## config.mk

```make
export PLATFORM = sky130hd
export DESIGN_NAME = cdr_lock_detect
export DESIGN_NICKNAME = d
export VERILOG_FILES = /design/src/rtl/cdr_pkg.sv /design/src/rtl/cdr_sync.sv /design/src/rtl/cdr_lock_detect.sv
export SDC_FILE = /design/constraint.sdc
export NUM_CORES = 1
export LEC_CHECK = 0
export BUFFER_PORTS_ARGS = -buffer_cell sky130_fd_sc_hd__clkbuf_2
export CAP_MARGIN = 40
export CORE_MARGIN = 5
export CORE_UTILIZATION = 25
export CTS_CLUSTER_DIAMETER = 80
export CTS_CLUSTER_SIZE = 28
export DETAILED_ROUTE_END_ITERATION = 12
export MAX_ROUTING_LAYER = met4
export SLEW_MARGIN = 30
export SYNTH_ARGS = -nofsm -noshare
export SYNTH_HDL_FRONTEND = slang
export SYNTH_HIERARCHICAL = 1
export SYNTH_SLANG_ARGS = --single-unit
```

## constraint.sdc

```tcl
create_clock -name clk -period 1.8 [get_ports clk]
set_input_delay 0.27 -clock clk [delete_from_list [all_inputs] [get_ports clk]]
set_output_delay 0.27 -clock clk [all_outputs]
set_load 0.01 [all_outputs]
```

## src/rtl/cdr_pkg.sv

```systemverilog
package cdr_pkg;

  // --------------------------------------------------------------------
  // Register map (printed offsets are indexes, byte address = 4 * index)
  // --------------------------------------------------------------------
  localparam int         ADDR_W            = 8;
  localparam int         REG_INDEX_PIN_CFG = 1;
  localparam int         REG_INDEX_RX_CTL  = 2;
  localparam int         REG_INDEX_TX_CTL  = 3;
  localparam int         REG_INDEX_SQ_CTL  = 4;
  localparam int         REG_INDEX_IRQ_ST  = 8;
  localparam int         REG_INDEX_IRQ_MSK = 9;
  localparam logic [7:0] ADDR_PIN_CFG      = 8'(4 * REG_INDEX_PIN_CFG);
  localparam logic [7:0] ADDR_RX_CTL       = 8'(4 * REG_INDEX_RX_CTL);
  localparam logic [7:0] ADDR_TX_CTL       = 8'(4 * REG_INDEX_TX_CTL);
  localparam logic [7:0] ADDR_SQ_CTL       = 8'(4 * REG_INDEX_SQ_CTL);
  localparam logic [7:0] ADDR_IRQ_ST       = 8'(4 * REG_INDEX_IRQ_ST);
  localparam logic [7:0] ADDR_IRQ_MSK      = 8'(4 * REG_INDEX_IRQ_MSK);

  // --------------------------------------------------------------------
  // Field positions
  // --------------------------------------------------------------------
  localparam int POL_BIT     = 4;
  localparam int ROLE_BIT    = 2;
  localparam int FORCE_N_BIT = 3;
  localparam int LOCK_BIT    = 0;
  localparam int SQUELCH_LEVEL_SELECT_BIT  = 7;
  localparam int SQ_EN_BIT   = 6;

  // --------------------------------------------------------------------
  // Reset values
  // --------------------------------------------------------------------
  localparam logic [7:0] PIN_CFG_RST = 8'h17;
  localparam logic [7:0] RX_CTL_RST  = 8'h18;
  localparam logic [7:0] TX_CTL_RST  = 8'h18;
  localparam logic [7:0] SQ_CTL_RST  = 8'h7b;

  // --------------------------------------------------------------------
  // Interrupt bits
  // --------------------------------------------------------------------
  localparam int         IRQ_W           = 4;
  localparam int         IRQ_TX_LOCK     = 0;
  localparam int         IRQ_RX_LOCK     = 1;
  localparam int         IRQ_LOS         = 2;
  localparam int         IRQ_DETECT_LOST = 3;
  localparam logic [3:0] IRQ_RST         = 4'h0;

  // --------------------------------------------------------------------
  // Types
  // --------------------------------------------------------------------
  typedef enum logic [1:0] {
    PLL_REF,
    PLL_DATA,
    PLL_LOCKED
  } cdr_pll_state_t;

  typedef struct packed {
    logic tx_ref_lock;
    logic tx_data_lock;
    logic rx_ref_lock;
    logic rx_data_lock;
    logic signal_sensed;
    logic detect_pin;
  } cdr_sense_t;

  localparam int SENSE_W = $bits(cdr_sense_t);

  typedef struct packed {
    logic [7:0]     pin_cfg;
    logic [7:0]     rx_ctl;
    logic [7:0]     tx_ctl;
    logic [7:0]     sq_ctl;
    logic [3:0]     irq_status;
    logic [3:0]     irq_mask;
    cdr_pll_state_t tx_pll;
    cdr_pll_state_t rx_pll;
    logic           tx_lock;
    logic           rx_lock;
    logic           los_seen;
    logic           detect_seen;
    logic           dp_write;
    logic [7:0]     dp_addr;
    logic [31:0]    rdata;
  } cdr_state_t;

endpackage

```

## src/rtl/cdr_sync.sv

```systemverilog
`timescale 1ns/1ps
module cdr_sync #(
  parameter int WIDTH = 6
) (
  input  wire logic             clk,
  input  wire logic             reset_n,
  input  wire logic [WIDTH-1:0] async_in,
  output logic      [WIDTH-1:0] sync_out
);

  typedef struct packed {
    logic [WIDTH-1:0] s1;
    logic [WIDTH-1:0] s2;
    logic [WIDTH-1:0] s3;
    logic [WIDTH-1:0] q;
  } cdr_sync_state_t;

  cdr_sync_state_t st_reg;
  cdr_sync_state_t st_next;

  // --------------------------------------------------------------------
  // Three stages, a change counts once stages two and three agree
  // --------------------------------------------------------------------
  always_comb begin
    st_next    = st_reg;
    st_next.s1 = async_in;
    st_next.s2 = st_reg.s1;
    st_next.s3 = st_reg.s2;
    for (int i = 0; i < WIDTH; i++) begin
      if (st_reg.s2[i] == st_reg.s3[i]) begin
        st_next.q[i] = st_reg.s3[i];
      end
    end
  end

  always_ff @(posedge clk) begin
    if (!reset_n) begin
      st_reg <= '0;
    end else begin
      st_reg <= st_next;
    end
  end

  assign sync_out = st_reg.q;
endmodule

```

## src/rtl/cdr_lock_detect.sv

```systemverilog
`timescale 1ns/1ps
// What this block does
// - Transmit lock rises only after reference lock, then data lock.
// - Transmit lock leaves as a plain level; users must resynchronise it.
// - Receive lock rises only after reference lock, then data lock.
// - Receive lock leaves as a plain level with no clock relation.
// - In output role the status pin goes high on loss of signal.
// - Loss-of-signal pin level follows the sense input without registering.
// - Role bit at zero releases the status pin, which becomes detect input.
// - Detect input active high by default, polarity bit at zero selects active low.
// - Detect inactive forces the receive PLL onto the reference clock.
// - Detect inactive with squelch enabled holds receive output at chosen level.
// - Role bit is bit 2 of index 0x01, reset to loss-of-signal output.
// - Detect polarity is bit 4 of index 0x01, reset to active high.
// - Squelch level bit 7, enable bit 6 of index 0x04; low, enabled.
module cdr_lock_detect (
  input  wire logic        clk,
  input  wire logic        reset_n,
  // AHB-Lite slave
  input  wire logic        hsel,
  input  wire logic [31:0] haddr,
  input  wire logic [1:0]  htrans,
  input  wire logic        hwrite,
  input  wire logic [2:0]  hsize,
  input  wire logic        hready,
  input  wire logic [31:0] hwdata,
  output logic      [31:0] hrdata,
  output logic             hreadyout,
  output logic             hresp,
  output logic             irq,
  // PLL status from the analog side
  input  wire logic        tx_ref_locked,
  input  wire logic        tx_data_locked,
  input  wire logic        rx_ref_locked,
  input  wire logic        rx_data_locked,
  input  wire logic        rx_signal_sensed,
  output logic             tx_pll_ref_select,
  output logic             rx_pll_ref_select,
  // Receive data path
  input  wire logic        rx_recovered_data,
  output logic             receive_serial_output,
  // Pins
  output logic             transmit_lock_indicator,
  output logic             receive_lock_indicator,
  input  wire logic        dual_signal_status_pin_in,
  output logic             dual_signal_status_pin_out,
  output logic             dual_signal_status_pin_oe
);

  cdr_pkg::cdr_state_t st_reg;
  cdr_pkg::cdr_state_t st_next;
  cdr_pkg::cdr_sense_t sense_raw;
  cdr_pkg::cdr_sense_t sense;

  logic       detect_active;
  logic       detect_inactive;
  logic       rx_force_ref;
  logic       tx_force_ref;
  logic       squelch_active;
  logic       los_now;
  logic       addr_take;
  logic [3:0] irq_events;
  logic [3:0] irq_clear;
  logic [7:0] rd_byte;

  // --------------------------------------------------------------------
  // Input synchronisation
  // --------------------------------------------------------------------
  assign sense_raw.tx_ref_lock   = tx_ref_locked;
  assign sense_raw.tx_data_lock  = tx_data_locked;
  assign sense_raw.rx_ref_lock   = rx_ref_locked;
  assign sense_raw.rx_data_lock  = rx_data_locked;
  assign sense_raw.signal_sensed = rx_signal_sensed;
  assign sense_raw.detect_pin    = dual_signal_status_pin_in;

  cdr_sync #(
    .WIDTH (cdr_pkg::SENSE_W)
  ) u_sync (
    .clk      (clk),
    .reset_n  (reset_n),
    .async_in (sense_raw),
    .sync_out (sense)
  );

  // --------------------------------------------------------------------
  // Acquisition step, shared by both PLLs
  // --------------------------------------------------------------------
  function automatic cdr_pkg::cdr_pll_state_t pll_step(
    input cdr_pkg::cdr_pll_state_t cur,
    input logic                    ref_lock,
    input logic                    data_lock,
    input logic                    force_ref
  );
    cdr_pkg::cdr_pll_state_t nxt;
    nxt = cur;
    case (cur)
      cdr_pkg::PLL_REF: begin
        if (!force_ref && ref_lock) begin
          nxt = cdr_pkg::PLL_DATA;
        end
      end
      cdr_pkg::PLL_DATA: begin
        if (force_ref) begin
          nxt = cdr_pkg::PLL_REF;
        end else if (data_lock) begin
          nxt = cdr_pkg::PLL_LOCKED;
        end
      end
      cdr_pkg::PLL_LOCKED: begin
        if (force_ref || !data_lock) begin
          nxt = cdr_pkg::PLL_REF;
        end
      end
      default: begin
        nxt = cdr_pkg::PLL_REF;
      end
    endcase
    return nxt;
  endfunction

  // --------------------------------------------------------------------
  // Register read data
  // --------------------------------------------------------------------
  function automatic logic [7:0] read_mux(
    input cdr_pkg::cdr_state_t s,
    input logic [7:0]          addr
  );
    logic [7:0] v;
    v = 8'h00;
    if (addr == cdr_pkg::ADDR_PIN_CFG) begin
      v = s.pin_cfg;
    end else if (addr == cdr_pkg::ADDR_RX_CTL) begin
      v = s.rx_ctl;
      v[cdr_pkg::LOCK_BIT] = s.rx_lock;
    end else if (addr == cdr_pkg::ADDR_TX_CTL) begin
      v = s.tx_ctl;
      v[cdr_pkg::LOCK_BIT] = s.tx_lock;
    end else if (addr == cdr_pkg::ADDR_SQ_CTL) begin
      v = s.sq_ctl;
    end else if (addr == cdr_pkg::ADDR_IRQ_ST) begin
      v = {4'h0, s.irq_status};
    end else if (addr == cdr_pkg::ADDR_IRQ_MSK) begin
      v = {4'h0, s.irq_mask};
    end
    return v;
  endfunction

  // --------------------------------------------------------------------
  // Next state
  // --------------------------------------------------------------------
  always_comb begin
    st_next         = st_reg;
    detect_active   = st_reg.pin_cfg[cdr_pkg::POL_BIT] ?
                      sense.detect_pin : ~sense.detect_pin;
    // Detect only steers anything while the pin is an input
    detect_inactive = ~st_reg.pin_cfg[cdr_pkg::ROLE_BIT] & ~detect_active;
    rx_force_ref    = detect_inactive | ~st_reg.rx_ctl[cdr_pkg::FORCE_N_BIT];
    tx_force_ref    = ~st_reg.tx_ctl[cdr_pkg::FORCE_N_BIT];
    los_now         = st_reg.pin_cfg[cdr_pkg::ROLE_BIT] & ~sense.signal_sensed;

    st_next.tx_pll  = pll_step(st_reg.tx_pll, sense.tx_ref_lock,
                               sense.tx_data_lock, tx_force_ref);
    st_next.rx_pll  = pll_step(st_reg.rx_pll, sense.rx_ref_lock,
                               sense.rx_data_lock, rx_force_ref);
    st_next.tx_lock = (st_next.tx_pll == cdr_pkg::PLL_LOCKED);
    st_next.rx_lock = (st_next.rx_pll == cdr_pkg::PLL_LOCKED);
    st_next.los_seen    = los_now;
    st_next.detect_seen = detect_inactive;

    irq_events = 4'h0;
    irq_events[cdr_pkg::IRQ_TX_LOCK]     = st_next.tx_lock ^ st_reg.tx_lock;
    irq_events[cdr_pkg::IRQ_RX_LOCK]     = st_next.rx_lock ^ st_reg.rx_lock;
    irq_events[cdr_pkg::IRQ_LOS]         = los_now & ~st_reg.los_seen;
    irq_events[cdr_pkg::IRQ_DETECT_LOST] = detect_inactive & ~st_reg.detect_seen;

    // Data phase write; reserved bits are kept as written, except mask bits 7:4, which are dropped
    if (st_reg.dp_write) begin
      if (st_reg.dp_addr == cdr_pkg::ADDR_PIN_CFG) begin
        st_next.pin_cfg = hwdata[7:0];
      end else if (st_reg.dp_addr == cdr_pkg::ADDR_RX_CTL) begin
        st_next.rx_ctl = hwdata[7:0];
      end else if (st_reg.dp_addr == cdr_pkg::ADDR_TX_CTL) begin
        st_next.tx_ctl = hwdata[7:0];
      end else if (st_reg.dp_addr == cdr_pkg::ADDR_SQ_CTL) begin
        st_next.sq_ctl = hwdata[7:0];
      end else if (st_reg.dp_addr == cdr_pkg::ADDR_IRQ_MSK) begin
        st_next.irq_mask = hwdata[3:0];
      end
    end

    // Address phase: read data is prepared now so it leaves a flop
    addr_take        = hsel & hready & htrans[1];
    irq_clear        = 4'h0;
    st_next.dp_write = addr_take & hwrite;
    st_next.dp_addr  = haddr[7:0];
    rd_byte          = read_mux(st_reg, haddr[7:0]);
    if (addr_take && !hwrite) begin
      st_next.rdata = {24'h000000, rd_byte};
      if (haddr[7:0] == cdr_pkg::ADDR_IRQ_ST) begin
        irq_clear = 4'hf;
      end
    end
    // A new event beats a clearing read in the same cycle
    st_next.irq_status = (st_reg.irq_status & ~irq_clear) | irq_events;
  end

  always_ff @(posedge clk) begin
    if (!reset_n) begin
      st_reg             <= '0;
      st_reg.pin_cfg     <= cdr_pkg::PIN_CFG_RST;
      st_reg.rx_ctl      <= cdr_pkg::RX_CTL_RST;
      st_reg.tx_ctl      <= cdr_pkg::TX_CTL_RST;
      st_reg.sq_ctl      <= cdr_pkg::SQ_CTL_RST;
      st_reg.irq_status  <= cdr_pkg::IRQ_RST;
      st_reg.irq_mask    <= cdr_pkg::IRQ_RST;
      st_reg.tx_pll      <= cdr_pkg::PLL_REF;
      st_reg.rx_pll      <= cdr_pkg::PLL_REF;
      // Loss presumed until the synchroniser fills, so reset raises no false event
      st_reg.los_seen    <= 1'b1;
    end else begin
      st_reg <= st_next;
    end
  end

  // --------------------------------------------------------------------
  // Outputs
  // --------------------------------------------------------------------
  assign hrdata    = st_reg.rdata;
  assign hreadyout = 1'b1;
  assign hresp     = 1'b0;
  assign irq       = |(st_reg.irq_status & st_reg.irq_mask);

  assign tx_pll_ref_select = (st_reg.tx_pll == cdr_pkg::PLL_REF);
  assign rx_pll_ref_select = (st_reg.rx_pll == cdr_pkg::PLL_REF);

  // Lock levels come from flops but carry no timing promise to the pad
  assign transmit_lock_indicator = st_reg.tx_lock;
  assign receive_lock_indicator  = st_reg.rx_lock;

  // Squelch holds the level statically; the data path itself is not retimed here
  assign squelch_active        = detect_inactive & st_reg.sq_ctl[cdr_pkg::SQ_EN_BIT];
  assign receive_serial_output = squelch_active ?
                                 st_reg.sq_ctl[cdr_pkg::SQUELCH_LEVEL_SELECT_BIT] :
                                 rx_recovered_data;

  // Raw sense drives the pad so loss shows with no clock latency
  assign dual_signal_status_pin_out = ~rx_signal_sensed;
  assign dual_signal_status_pin_oe  = st_reg.pin_cfg[cdr_pkg::ROLE_BIT];
endmodule

```

# == Word level (Yosys, flattened, before mapping) ==
# Index checks and enable logic that the tools add are counted.
# word_totals
register_bits,89
# classes
n_eq_ne,23
mux,20
bitwise,28
n_reduce_logical,17
# ops
cell,n
$eq 8x4->1 const B,4
$mux 8,4
$eq 8x6->1 const B,3
$eq 8x3->1 const B,2
$eq 8x5->1 const B,2
$mux 2,8
$mux 4,4
$not 1->1,13
$pmux 2 s3,2
$and 1x1->1,8
$and 4x4->4,2
$eq 2x2->1 const B,4
$eq 1x1->1,6
$reduce_and 6->1,1
$reduce_and 5->1,1
$eq 2x1->1 const B,2
$logic_not 1->1,4
$logic_not 2->1,2
$not 4->4,1
$or 4x4->4,1
$reduce_and 4->1,1
$reduce_or 4->1,1
$logic_and 1x1->1,3
$reduce_and 3->1,1
5 further kinds,8

# == Logic depth before layout (Yosys ltp) ==
# Gate-level depths: netlist (run 1).
# depth
word_depth,12
ltp_mapped,6
depth_no_buf,4

# == Hierarchy ==
# The synthesis (run 1) kept the hierarchy.
# by_module_without_submodules
module,n_inst,cells_each,area_each_um2,seq_area_each_um2
cdr_lock_detect,1,343,2977.9,1261.2
cdr_sync,1,68,755.7,480.5

# == Worst setup path before layout (run 1) ==
# Ideal clock, no wire load.
# synth_timing
path_kind,input -> register
startpoint,in haddr[1]
endpoint,reg st_reg (netlist bit hrdata[3])
setup_time_ps,127
t_arrival_ps,1701
required_ps,1673
slack_ps,-27
path_stages,6
path_buffers,2
cell_sequence,or4_1 > clkbuf_2 > or4b_1 > buf_2 > nor3_1 > nor3_1
# synth_via
elab_chain_cells,7
elab_cells_between_ends,12
# synth_lines
element,line,text
"start, declared",cdr_lock_detect.sv:21,"input wire logic [31:0] haddr,"
$eq 8x6->1,cdr_lock_detect.sv:142,end else if (addr == cdr_pkg::ADDR_IRQ_MSK) begin
$mux 4,cdr_lock_detect.sv:142,
$mux 4,cdr_lock_detect.sv:140,end else if (addr == cdr_pkg::ADDR_IRQ_ST) begin
$mux 8,cdr_lock_detect.sv:138,end else if (addr == cdr_pkg::ADDR_SQ_CTL) begin
$mux 8,cdr_lock_detect.sv:135,end else if (addr == cdr_pkg::ADDR_TX_CTL) begin
$mux 8,cdr_lock_detect.sv:132,end else if (addr == cdr_pkg::ADDR_RX_CTL) begin
$mux 8 (*),cdr_lock_detect.sv:130,if (addr == cdr_pkg::ADDR_PIN_CFG) begin
"end signal, assigned",cdr_lock_detect.sv:221,st_reg <= st_next;
"end, declared",cdr_lock_detect.sv:50,cdr_pkg::cdr_state_t st_reg;
# Every way passes the cells marked *; elsewhere a longest branch is shown, timed or not.
# A chain may end at the register's enable or synchronous reset.

# == Worst setup path after layout (run 1) ==
# layout_timing
startpoint,reg u_sync.st_reg (netlist bit u_sync/sync_out[0])
endpoint,out receive_serial_output
# layout_via
elab_chain_cells,6
# layout_lines
element,line,text
"start, declared",cdr_sync.sv:18,cdr_sync_state_t st_reg;
"start signal, assigned",cdr_sync.sv:40,st_reg <= st_next;
$not 1->1,cdr_lock_detect.sv:154,sense.detect_pin : ~sense.detect_pin;
$mux 1 (*),cdr_lock_detect.sv:153,detect_active = st_reg.pin_cfg[cdr_pkg::POL_BIT] ?
$not 1->1 (*),cdr_lock_detect.sv:156,detect_inactive = ~st_reg.pin_cfg[cdr_pkg::ROLE_BIT] & ~detect_active;
$and 1x1->1 (*),cdr_lock_detect.sv:156,
$and 1x1->1 (*),cdr_lock_detect.sv:241,assign squelch_active = detect_inactive & st_reg.sq_ctl[cdr_pkg::SQ_EN_BIT];
$mux 1 (*),cdr_lock_detect.sv:242,assign receive_serial_output = squelch_active ?
"end, declared",cdr_lock_detect.sv:41,"output logic receive_serial_output,"
# Marks and branches as above.

==> impl_metrics.csv, run 1 <==
group,metric,value,unit
finish,antenna_cells,0,
detailed_routing,num_vias,2830,
setup_path,critical_path.endpoint,"receive_serial_output",
floorplanning,die_height,132,um
clock_tree,clk_pin_slew,0.06,ns
timing,rsz0062_at_grt,"false",
logic_synthesis,postSynthCellCount,411,
placed_design,placed_cell_area,4040,um2
global_routing,grtUsageTotal,9.86,%
setup_path,path_buf_inv,1,
logic_synthesis,synth.cell_area,3730,um2
logic_synthesis,synth_ff_type,"dfxtp_1",
setup_path,max_stage_delay,0.39,ns
timing,finalHoldViolations,0,
timing,tns,0,ns
timing,fin_skew,0.00685,ns
timing,maxSlewViolCount,0,
detailed_routing,avgRoutedWirePerCell,13.1,um
clock_tree,post_cts_buffers,0,
placed_design,dp_hpwl,6340,um
logic_synthesis,synth_cell_type_count,44,
detailed_routing,drc,0,
setup_path,cp_max_fo,3,
run,drv_cap,0,
setup_path,ff2ff_setup_slack,0.29,ns
setup_path,crit_cells,5,
detailed_routing,dr.pass1.iters,6,
floorplanning,fp.dieW,132,um
detailed_routing,via_per_inst,4.45,
floorplanning,rows,44,
global_routing,globalRouteOverflowTotal,0,
placed_design,numPortBuffers,44,
clock_tree,cts-htree-levels,3,
detailed_routing,routed_wl,8350,um
setup_path,path_class,"reg -> out",
clock_tree,cts_inserted_buffers,9,
detailed_routing,dr.first_iter.drc_count,152,
clock_tree,cts_tree,"yes",
logic_synthesis,synthArstFlopShare,0,%
timing,setup_violations,0,
global_routing,antenna_found_initial,0,
setup_path,worstSetupEndpointType,"primary output",
logic_synthesis,syn_area_per_cell,9.08,um2
floorplanning,dieArea,17500,um2
finish,drive_gt1_share,18.6,%
setup_path,cpMaxStageDelayCell,"dfxtp_1",
finish,fin_nets,530,
run_status,outcome,"complete, no violations",
floorplanning,core,14600,um2
setup_path,worstReg2RegEnd,"st_reg[85]",
setup_path,worstPathArrival,1.46,ns
floorplanning,top_level_ports,123,
placed_design,place_congestion,0.843,
logic_synthesis,yosysWarnings,6,
setup_path,worstPathRequired,1.53,ns
min_path,min-delay-path-class,"in -> reg",
finish,largest_reg_flops,52,
pwr,p_per_area,900,nW/um2
pwr,ir_drop,0.000365,V
clock_tree,clockRootBuffer,"clkbuf_16",
timing,min_period,1.73,ns
setup_path,crit_path_start,"u_sync/sync_out[0]",
global_routing,grt_start_max_net_pins,28,
clock_tree,cts.sinks,87,
logic_synthesis,ys_seq_area_share,46.6,%
detailed_routing,drtAntennaViolNets,0,
clock_tree,clock_path_buffers,2,
setup_path,critPathLaunchType,"flip-flop",
setup_path,worstRegToRegCells,5,
global_routing,grt_pass1_wl,13700,um
pwr,p_leak,1.87,nW
finish,final_area,4320,um2
clock_tree,clk_latency,0.34,ns
logic_synthesis,synth_edf_count,0,
timing,min_period_over_period,96.3,%
global_routing,grt_pass1_vias,2742,
placed_design,post-place-ws,-0.236,ns
floorplanning,initial_utilization,25.6,%
finish,n_fill_cell,1530,
setup_path,r2r-start,"st_reg[32]",
timing,finalWorstSetupSlack,0.0675,ns
finish,areaGrowthSynthToFinish,15.6,%
setup_path,crit_family,"flip-flops",
timing,fmax,0.577,GHz
logic_synthesis,synth_seq_cells,87,
setup_path,crit_chain,"xnor2_2 > nor2_1 > nand2_1 > mux2_2 > clkbuf_2",
## per-layer routing
metal	vias to the layer above	track usage [%]	share of wire [%]
met3	9	2.86	4.1
met2	61	16.5	49
met5	-	-	0
li1	1428	-	-
met4	0	3.17	1.6
met1	1332	11.4	45
## worst register-to-register path, delay by kind of cell (launching register included)
family	cells	cell delay, ns
and+or+nand+nor	3	0.68
DFF	1	0.32
muxes	1	0.16
buffers and inverters	1	0.25
## stage by stage
step	power [mW]	util, %	cells	hold slack, ns
after floorplan	2.19	-	435	0.392
after global placement	2.23	27.7	622	0.414
after detailed placement	2.24	27.7	622	0.416
after CTS	3.92	29.6	636	0.133
after global routing	4.03	29.6	636	0.150
final	3.88	29.6	636	0.138
## Yosys cell counts (2+ instances only)
cell type  count  area, um2
nand4b_1       2       17.5
xor2_1         3       26.3
mux2i_1       20        200
nor4_1         2       12.5
a21boi_0       4       30.0
a22oi_1        2       15.0
nor3b_1        3       22.5
nand3_1       19       95.1
nor3_1        11       55.1
a221oi_1       4       35.0
nand2b_1       8       50.1
nand4_1        2       12.5
a21boi_2       2       22.5
o21ai_1        4       20.0
inv_1          7       26.3
a32o_1         8       80.1
nor2_1        21       78.8
a22o_1         3       26.3
a21oi_1        5       25.0
dfxtp_1       87       1740
nor2b_1        4       25.0
or4_1          2       15.0
conb_1         2       7.51
and2_1        28        175
a211o_1        4       35.0
nor4bb_1       7       70.1
a211oi_1       2       15.0
nand2_1       40        150
buf_2          3       15.0
clkbuf_1      16       60.1
o21ai_0       32        160
buf_4         41        308
xnor2_1        2       17.5
## power by group
part / internal (mW) / switching [mW]
clock network: 0.993 / 0.699
logic: 0.0872 / 0.136
registers: 1.96 / 0.0133
## kinds of logic after synthesis
| logic type | Yosys count | synth area share [%] |
|---|---|---|
| compound gates | 72 | 12.8 |
| xor+xnor | 5 | 1.17 |
| buf+inv | 69 | 11.2 |
| flops | 87 | 46.6 |
| mux | 21 | 5.66 |
| other cells | 2 | 0.201 |
| simple gates | 155 | 22.3 |
## layout by cell type, fill, tap and decap left out, types with 2 or more instances in the layout
cell type  count
a32o_1         8
and2_1        28
inv_1          7
conb_1        26
a21boi_0       4
a21boi_2       2
nor2_1        21
nor4_1         2
nor2b_1        4
a211o_1        4
a221oi_1       4
buf_4         21
nor4bb_1       7
a22oi_1        2
clkbuf_8       2
nor3_1        11
nand4b_1       2
a21oi_1        5
xor2_1         3
clkbuf_16      9
nand2b_1       8
o21ai_0       32
mux2i_1       20
a211oi_1       2
or4_1          2
dfxtp_1       85
o21ai_1        4
a22o_1         3
dfxtp_2        2
nand2_1       40
nand4_1        2
clkbuf_1       2
clkbuf_2      44
nand3_1       19
nor3b_1        3
## area by class of cell
type / instances / area (um2) / area share [%]
Tap cell: 184 / 230 / 5.33
Clock buffer: 13 / 260 / 6.03
Timing Repair Buffer: 65 / 378 / 8.76
Inverter: 7 / 26.3 / 0.609
Multi-Input combinational cell: 279 / 1670 / 38.7
Sequential cell: 87 / 1740 / 40.4
Clock inverter: 1 / 5.00 / 0.116
## how the worst min path moves through the flow
| stage | to | cells after the start | slack [ns] | startpoint |
|---|---|---|---|---|
| finish | u_sync/st_next[17] | 2 | 0.14 | tx_ref_locked |
| floorplan | st_reg[32] | 1 | 0.39 | haddr[0] |
| global placement | u_sync/st_next[11] | 1 | 0.41 | u_sync/st_next[17] |
| global route | st_reg[39] | 2 | 0.15 | haddr[7] |
| detailed placement | u_sync/st_next[9] | 1 | 0.42 | u_sync/st_next[15] |
| CTS | u_sync/st_next[17] | 2 | 0.13 | tx_ref_locked |
## timing repair
item                                    4_1_cts  5_1_grt
gates resized for setup                       2        1
hold buffers                                  0        0
endpoints found under the setup margin        1        1
(Power assumes the default switching activity.)
==> run 2: changes to the inputs <==
--- a/config.mk
+++ b/config.mk
@@ -7,7 +7,6 @@
 export LEC_CHECK = 0
 export BUFFER_PORTS_ARGS = -buffer_cell sky130_fd_sc_hd__clkbuf_2
 export CAP_MARGIN = 40
-export CORE_MARGIN = 5
 export CORE_UTILIZATION = 25
 export CTS_CLUSTER_DIAMETER = 80
 export CTS_CLUSTER_SIZE = 28
==> constraint.sdc (replaced) <==
create_clock -name clk -period 1.6 [get_ports clk]
set_input_delay 0.24 -clock clk [delete_from_list [all_inputs] [get_ports clk]]
set_output_delay 0.24 -clock clk [all_outputs]
set_load 0.01 [all_outputs]
==> run 2 against run 1 <==
Against the previous run: the run now ends with setup timing left; hold slack got worse by 0.022 ns; combinational power increased by 19%; critical path depth unchanged; final area increased by 4.6%; cell count increased by 0.94%; global-route usage increased by 1.7 points; die area decreased by 12%; utilization increased by 1.5 points; total power increased by 26%; largest cell class unchanged.
==> impl_metrics.csv, run 2 (synthesis gave the netlist of run 1 again) <==
group,metric,value,unit
floorplanning,dieArea,15400,um2
global_routing,grtUsageTotal,11.5,%
min_path,hold_start,"tx_ref_locked",
clock_tree,clk_latency,0.33,ns
setup_path,ff2ff_setup_slack,0.15,ns
setup_path,r2r-start,"st_reg[85]",
clock_tree,cts.sinks,87,
timing,min_period,1.69,ns
clock_tree,cts_inserted_buffers,9,
floorplanning,fp.dieW,124,um
setup_path,crit_family,"flip-flops",
finish,largest_reg_flops,52,
setup_path,max_stage_delay,0.36,ns
floorplanning,rows,44,
setup_path,cpMaxStageDelayCell,"dfxtp_4",
pwr,finalPower,4.88,mW
clock_tree,cts_tree,"yes",
setup_path,cp_max_fo,2,
detailed_routing,avgRoutedWirePerCell,12.9,um
pwr,p_leak,1.96,nW
detailed_routing,drtAntennaViolNets,0,
pwr,p_per_area,1080,nW/um2
run_status,violations,"setup timing",
finish,regArea,1750,um2
floorplanning,die_height,124,um
timing,rsz0062_at_grt,"true",
global_routing,grt_start_max_net_pins,46,
detailed_routing,via_per_inst,4.58,
finish,multi_input_area,1720,um2
finish,finalNonFillerCells,642,
detailed_routing,num_vias,2941,
run,drv_cap,0,
pwr,ir_drop,0.000541,V
finish,final_cell_mix,"dfxtp_1 (85), clkbuf_2 (43), nand2_1 (40)",
setup_path,path_class,"reg -> out",
finish,antenna_cells,0,
finish,layout_commonest_cell,"dfxtp_1",
setup_path,critPathLaunchType,"flip-flop",
min_path,min-delay-path-class,"in -> reg",
clock_tree,clk_pin_slew,0.06,ns
placed_design,place_congestion,0.836,
finish,n_fill_cell,1536,
placed_design,numPortBuffers,44,
timing,fin_skew,0.00551,ns
detailed_routing,drc,0,
setup_path,worstSetupEndpointType,"primary output",
global_routing,grt_pass1_wl,13800,um
setup_path,worstPathRequired,1.36,ns
placed_design,dp_hpwl,6050,um
placed_design,dp_cells,623,
setup_path,worstRegToRegCells,6,
floorplanning,core,14500,um2
timing,finalWorstSetupSlack,-0.0903,ns
timing,fmax,0.592,GHz
finish,drive_gt1_share,21.6,%
setup_path,worstPathArrival,1.45,ns
timing,min_period_over_period,106,%
global_routing,antenna_found_initial,0,
setup_path,crit_chain,"xnor2_4 > nor2_2 > nand2_1 > mux2_4 > buf_6",
detailed_routing,dr.first_iter.drc_count,165,
clock_tree,postCtsHoldBufs,0,
timing,finalHoldViolations,0,
floorplanning,initial_utilization,25.7,%
min_path,min_path_cells,2,
clock_tree,clock_path_buffers,2,
clock_tree,cts-htree-levels,3,
finish,areaGrowthSynthToFinish,20.9,%
global_routing,globalRouteOverflowTotal,0,
timing,setup_violations,1,
floorplanning,top_level_ports,123,
clock_tree,clockRootBuffer,"clkbuf_16",
detailed_routing,dr.pass1.iters,4,
global_routing,grt_pass1_vias,2804,
detailed_routing,routed_wl,8280,um
setup_path,path_buf_inv,1,
min_path,hold_end,"u_sync/st_next[17]",
timing,maxSlewViolCount,0,
setup_path,worstReg2RegEnd,"st_reg[54]",
run_status,outcome,"finished with violations",
finish,fin_nets,535,
[run 2: worst max path at each step]
stage / from / end / slack (ns) / cells after the start
after floorplan: haddr[1] / hrdata[3] / -0.20 / 6
after global placement: haddr[1] / hrdata[3] / -0.34 / 5
after detailed placement: haddr[1] / hrdata[6] / -0.37 / 5
after CTS: u_sync/sync_out[0] / receive_serial_output / -0.09 / 5
after global routing: st_reg[85] / receive_serial_output / -0.14 / 5
final: st_reg[85] / receive_serial_output / -0.09 / 5
[run 2: final cells by class]
cell class,instances,area share [%]
well taps,184,5.10
clock inverters,3,2.00
repair buffers,70,9.84
clock buffers,12,5.68
flip-flops and latches,87,38.7
inverters,7,0.582
multi-input cells,279,38.1
[run 2: stage by stage]
step	setup TNS, ns	hold slack [ns]	utilization (%)	cell area [um2]	setup slack [ns]
5_1_grt	-0.140	0.124	31.1	4520	-0.140
3_3_place_gp	-3.34	0.418	28.0	4070	-0.335
6_report	-0.0903	0.116	31.1	4520	-0.0903
3_5_place_dp	-3.85	0.415	28.0	4070	-0.366
4_1_cts	-0.0854	0.108	30.7	4460	-0.0854
2_1_floorplan	-1.88	0.362	-	3820	-0.197
[run 2: where the power goes]
group / switching, mW / internal [mW]
Clock: 0.794 / 1.60
Sequential: 0.0159 / 2.20
Combinational: 0.157 / 0.109
Total: 0.967 / 3.91
[run 2: routing by layer]
layer / GRT usage [%] / wire, um / vias to the layer above
met5: - / 0 / -
met2: 19.0 / 4150 / 76
li1: - / - / 1444
met1: 13.0 / 3540 / 1407
met4: 6.38 / 221 / 0
met3: 2.33 / 366 / 14
[run 2: worst register-to-register path, delay by kind of cell (launching register included)]
| family | cells | cell delay [ns] |
|---|---|---|
| AO/OA/AOI/OAI | 2 | 0.40 |
| XOR/XNOR | 2 | 0.31 |
| flip-flops | 1 | 0.36 |
| buffers and inverters | 2 | 0.26 |
[run 2: what timing repair did]
item / 4_1_cts / 5_1_grt
setup endpoints to repair: 8 / 13
gates resized for setup: 6 / 11
hold endpoints to repair: 0 / 0
cloned: 0 / 1
pin swaps: 2 / 3
setup buffers: 3 / 0
==> run 3: changes to the inputs <==
--- a/config.mk
+++ b/config.mk
@@ -12,8 +12,8 @@
 export CTS_CLUSTER_SIZE = 28
 export DETAILED_ROUTE_END_ITERATION = 12
 export MAX_ROUTING_LAYER = met4
+export SETUP_SLACK_MARGIN = 0.15
 export SLEW_MARGIN = 30
 export SYNTH_ARGS = -nofsm -noshare
 export SYNTH_HDL_FRONTEND = slang
-export SYNTH_HIERARCHICAL = 1
 export SYNTH_SLANG_ARGS = --single-unit
==> run 3 against run 2 <==
Against the previous run: the flow finishes with violations (DRC, setup timing); global-route usage rose by 0.68 points; sequential power hardly changed; cell count grew 4.2%; critical path depth unchanged; via count increased by 3.0%; clock skew up 0.00077 ns; critical path type unchanged.
==> impl_metrics.csv, run 3 <==
group,metric,value,unit
run_status,outcome,"finished with violations",
run_status,violations,"DRC, setup timing",
placed_design,placed_cell_area,4270,um2
detailed_routing,avgRoutedWirePerCell,13.5,um
logic_synthesis,synthArstFlopShare,0,%
global_routing,antenna_found_initial,0,
clock_tree,cts-htree-levels,3,
finish,regArea,1760,um2
logic_synthesis,synth.cell_area,3820,um2
logic_synthesis,synth_xor_xnor_area_share,1.15,%
logic_synthesis,synth_common_cells,"dfxtp_1 (87), nand2_1 (57), buf_4 (34)",
setup_path,r2r-start,"st_reg[35]",
pwr,sequentialPowerShare,48.2,%
timing,min_period_over_period,109,%
finish,areaGrowthSynthToFinish,23.7,%
logic_synthesis,synth_cell_type_count,48,
timing,finalWorstSetupSlack,-0.142,ns
setup_path,worstSetupEndpointType,"primary output",
timing,finalHoldViolations,0,
timing,fmax,0.574,GHz
pwr,ir_drop,0.000481,V
placed_design,place_congestion,0.858,
setup_path,worstPathArrival,1.50,ns
pwr,finalPower,4.61,mW
setup_path,critPathLaunchType,"flip-flop",
floorplanning,die_height,126,um
detailed_routing,dr.pass1.iters,11,
logic_synthesis,synth_compound_area_share,13.0,%
pwr,p_leak,1.92,nW
timing,min_period,1.74,ns
setup_path,cpMaxStageDelayCell,"dfxtp_2",
pwr,p_comb_share,6.5,%
finish,antenna_cells,0,
finish,finalNonFillerCells,669,
clock_tree,cts.sinks,87,
min_path,min-delay-path-class,"in -> reg",
finish,multi_input_area,1900,um2
clock_tree,clockRootBuffer,"clkbuf_16",
finish,drive_gt1_share,25.6,%
setup_path,crit_path_start,"u_sync.sync_out[0]",
clock_tree,cts_tree,"yes",
logic_synthesis,synth_top_area_share,45.6,%
floorplanning,rows,44,
run,drv_cap,0,
finish,largest_reg_flops,52,
detailed_routing,top_layer,"met4",
detailed_routing,wl_met3,470,um
detailed_routing,dr.first_iter.drc_count,131,
setup_path,crit_cells,5,
timing,rsz0062_at_grt,"true",
pwr,p_sw,1.08,mW
logic_synthesis,synth_edf_count,0,
setup_path,path_class,"reg -> out",
pwr,intPower,3.54,mW
clock_tree,clk_pin_slew,0.07,ns
logic_synthesis,muxShareOfSynthArea,7.66,%
pwr,sw_frac_of_total,23.3,%
timing,fin_hold_ws,0.103,ns
detailed_routing,drc,5,
global_routing,grt_pass1_wl,14600,um
setup_path,max_stage_delay,0.36,ns
setup_path,worstRegToRegCells,5,
logic_synthesis,yosysWarnings,0,
finish,fin_nets,561,
timing,maxSlewViolCount,0,
global_routing,globalRouteOverflowTotal,0,
detailed_routing,drt-met1-wl,3820,um
placed_design,numPortBuffers,44,
floorplanning,core,14700,um2
finish,final_area,4730,um2
logic_synthesis,syn_area_per_cell,9.05,um2
logic_synthesis,yosys.area_share.adder,0,%
floorplanning,top_level_ports,123,
setup_path,ff2ff_setup_slack,0.12,ns
logic_synthesis,yosysMostFrequentCell,"dfxtp_1",
timing,fin_skew,0.00628,ns
setup_path,crit_family,"flip-flops",
finish,final_cell_mix,"dfxtp_1 (81), nand2_1 (55), clkbuf_2 (43)",
detailed_routing,drtAntennaViolNets,0,
logic_synthesis,yosysTopAreaCell,"dfxtp_1",
floorplanning,fp.dieW,126,um
min_path,min_path_cells,2,
global_routing,grtUsageTotal,12.2,%
setup_path,worstPathRequired,1.36,ns
floorplanning,dieArea,15800,um2
floorplanning,initial_utilization,26.0,%
pwr,p_per_area,975,nW/um2
setup_path,cp_max_fo,3,
detailed_routing,met2_length,4540,um
detailed_routing,num_vias,3030,
finish,n_fill_cell,1513,
detailed_routing,via_per_inst,4.53,
logic_synthesis,synth_top_family_by_area,"simple AND/OR/NAND/NOR gates",
setup_path,worstReg2RegEnd,"st_reg[63]",
logic_synthesis,synthSimpleGateAreaFrac,23.0,%
logic_synthesis,synth_seq_cells,87,
clock_tree,cts_inserted_buffers,9,
setup_path,critical_path.endpoint,"receive_serial_output",
setup_path,path_buf_inv,1,
logic_synthesis,synth_area_leaders,"dfxtp_1 (46%), mux2i_1 (7.1%), buf_4 (6.7%)",
global_routing,grt_pass1_vias,2995,
logic_synthesis,ys_seq_area_share,45.6,%
global_routing,grt_start_max_net_pins,38,
placed_design,dp_cells,649,
logic_synthesis,synth_ff_type,"dfxtp_1",
placed_design,dp_hpwl,6620,um
logic_synthesis,postSynthCellCount,422,
timing,setup_violations,1,
clock_tree,clk_latency,0.34,ns
clock_tree,clock_path_buffers,2,
pwr,power_frac_clock,45.3,%
detailed_routing,routed_wl,9040,um
setup_path,crit_chain,"xnor2_4 > nor2_4 > nand2_2 > mux2_4 > buf_6",
finish,layout_commonest_cell,"dfxtp_1",
run 3: cell types whose count changed after synthesis, moves of 6 or more:
cell	before	now
mux2i_1	20	27
nor2_1	21	13
nand2_1	40	57
nor3_1	11	4
nand2b_1	8	2
a21oi_1	5	13
a32o_1	8	0
nor4bb_1	7	0
buf_4	41	34
nor2b_1	4	12
run 3: what timing repair did:
| item | 4_1_cts | 5_1_grt |
|---|---|---|
| gates cloned | 0 | 0 |
| pin swaps | 3 | 10 |
| setup endpoints to repair | 12 | 25 |
| gates resized for setup | 12 | 20 |
| setup buffers | 2 | 2 |
| hold buffers | 0 | 0 |
run 3: routing by layer:
metal,vias to the layer above,global-route usage (%)
li1,1513,-
met2,97,20.7
met1,1406,13.4
met5,-,-
met4,0,6.31
met3,14,2.72
run 3: power by group through the flow:
| stage | registers, mW | clock network [mW] | logic [mW] |
|---|---|---|---|
| 2_1_floorplan | 2.26 | 0 | 0.217 |
| 3_3_place_gp | 2.27 | 0 | 0.273 |
| 3_5_place_dp | 2.27 | 0 | 0.277 |
| 4_1_cts | 2.22 | 2.13 | 0.285 |
| 5_1_grt | 2.23 | 2.21 | 0.327 |
| 6_report | 2.22 | 2.09 | 0.298 |
run 3: through the flow:
stage	setup WS [ns]	util, %	setup TNS [ns]
2_1_floorplan	0.168	-	0
3_3_place_gp	-0.0405	29.1	-0.143
3_5_place_dp	-0.0616	29.1	-0.227
4_1_cts	-0.149	31.5	-0.149
5_1_grt	-0.210	32.2	-0.210
6_report	-0.142	32.2	-0.142
run 3: logic make-up (layout without fill, tap and decap cells):
family | after synthesis | count (layout)
xor+xnor | 5 | 5
simple gates | 161 | 161
other cells | 2 | 26
buf+inv | 60 | 99
compound gates | 78 | 78
flops | 87 | 87
mux | 29 | 29
run 3: how the worst min path moves through the flow:
| stage | slack (ns) | endpoint | from |
|---|---|---|---|
| 2_1_floorplan | 0.35 | st_reg[40] | hwrite |
| 3_3_place_gp | 0.42 | u_sync.st_next[8] | u_sync.st_next[14] |
| 3_5_place_dp | 0.42 | u_sync.st_next[11] | u_sync.st_next[17] |
| 4_1_cts | 0.1 | u_sync.st_next[14] | rx_data_locked |
| 5_1_grt | 0.11 | u_sync.st_next[14] | rx_data_locked |
| 6_report | 0.10 | u_sync.st_next[14] | rx_data_locked |
run 3: area by class of cell:
type / count / share of cell area [%]
clock buffers: 9 / 4.76
well taps: 184 / 4.87
multi-input cells: 299 / 40.2
clock inverters: 7 / 1.53
inverters: 4 / 0.318
repair buffers: 79 / 11.1
flip-flops and latches: 87 / 37.2
run 3: worst register-to-register path, cell delays in order, from the launching register on:
cell,delay [ns]
dfxtp_4,0.36
nor4_4,0.30
and4b_2,0.32
buf_12,0.15
mux2i_1,0.18
nand2_1,0.06
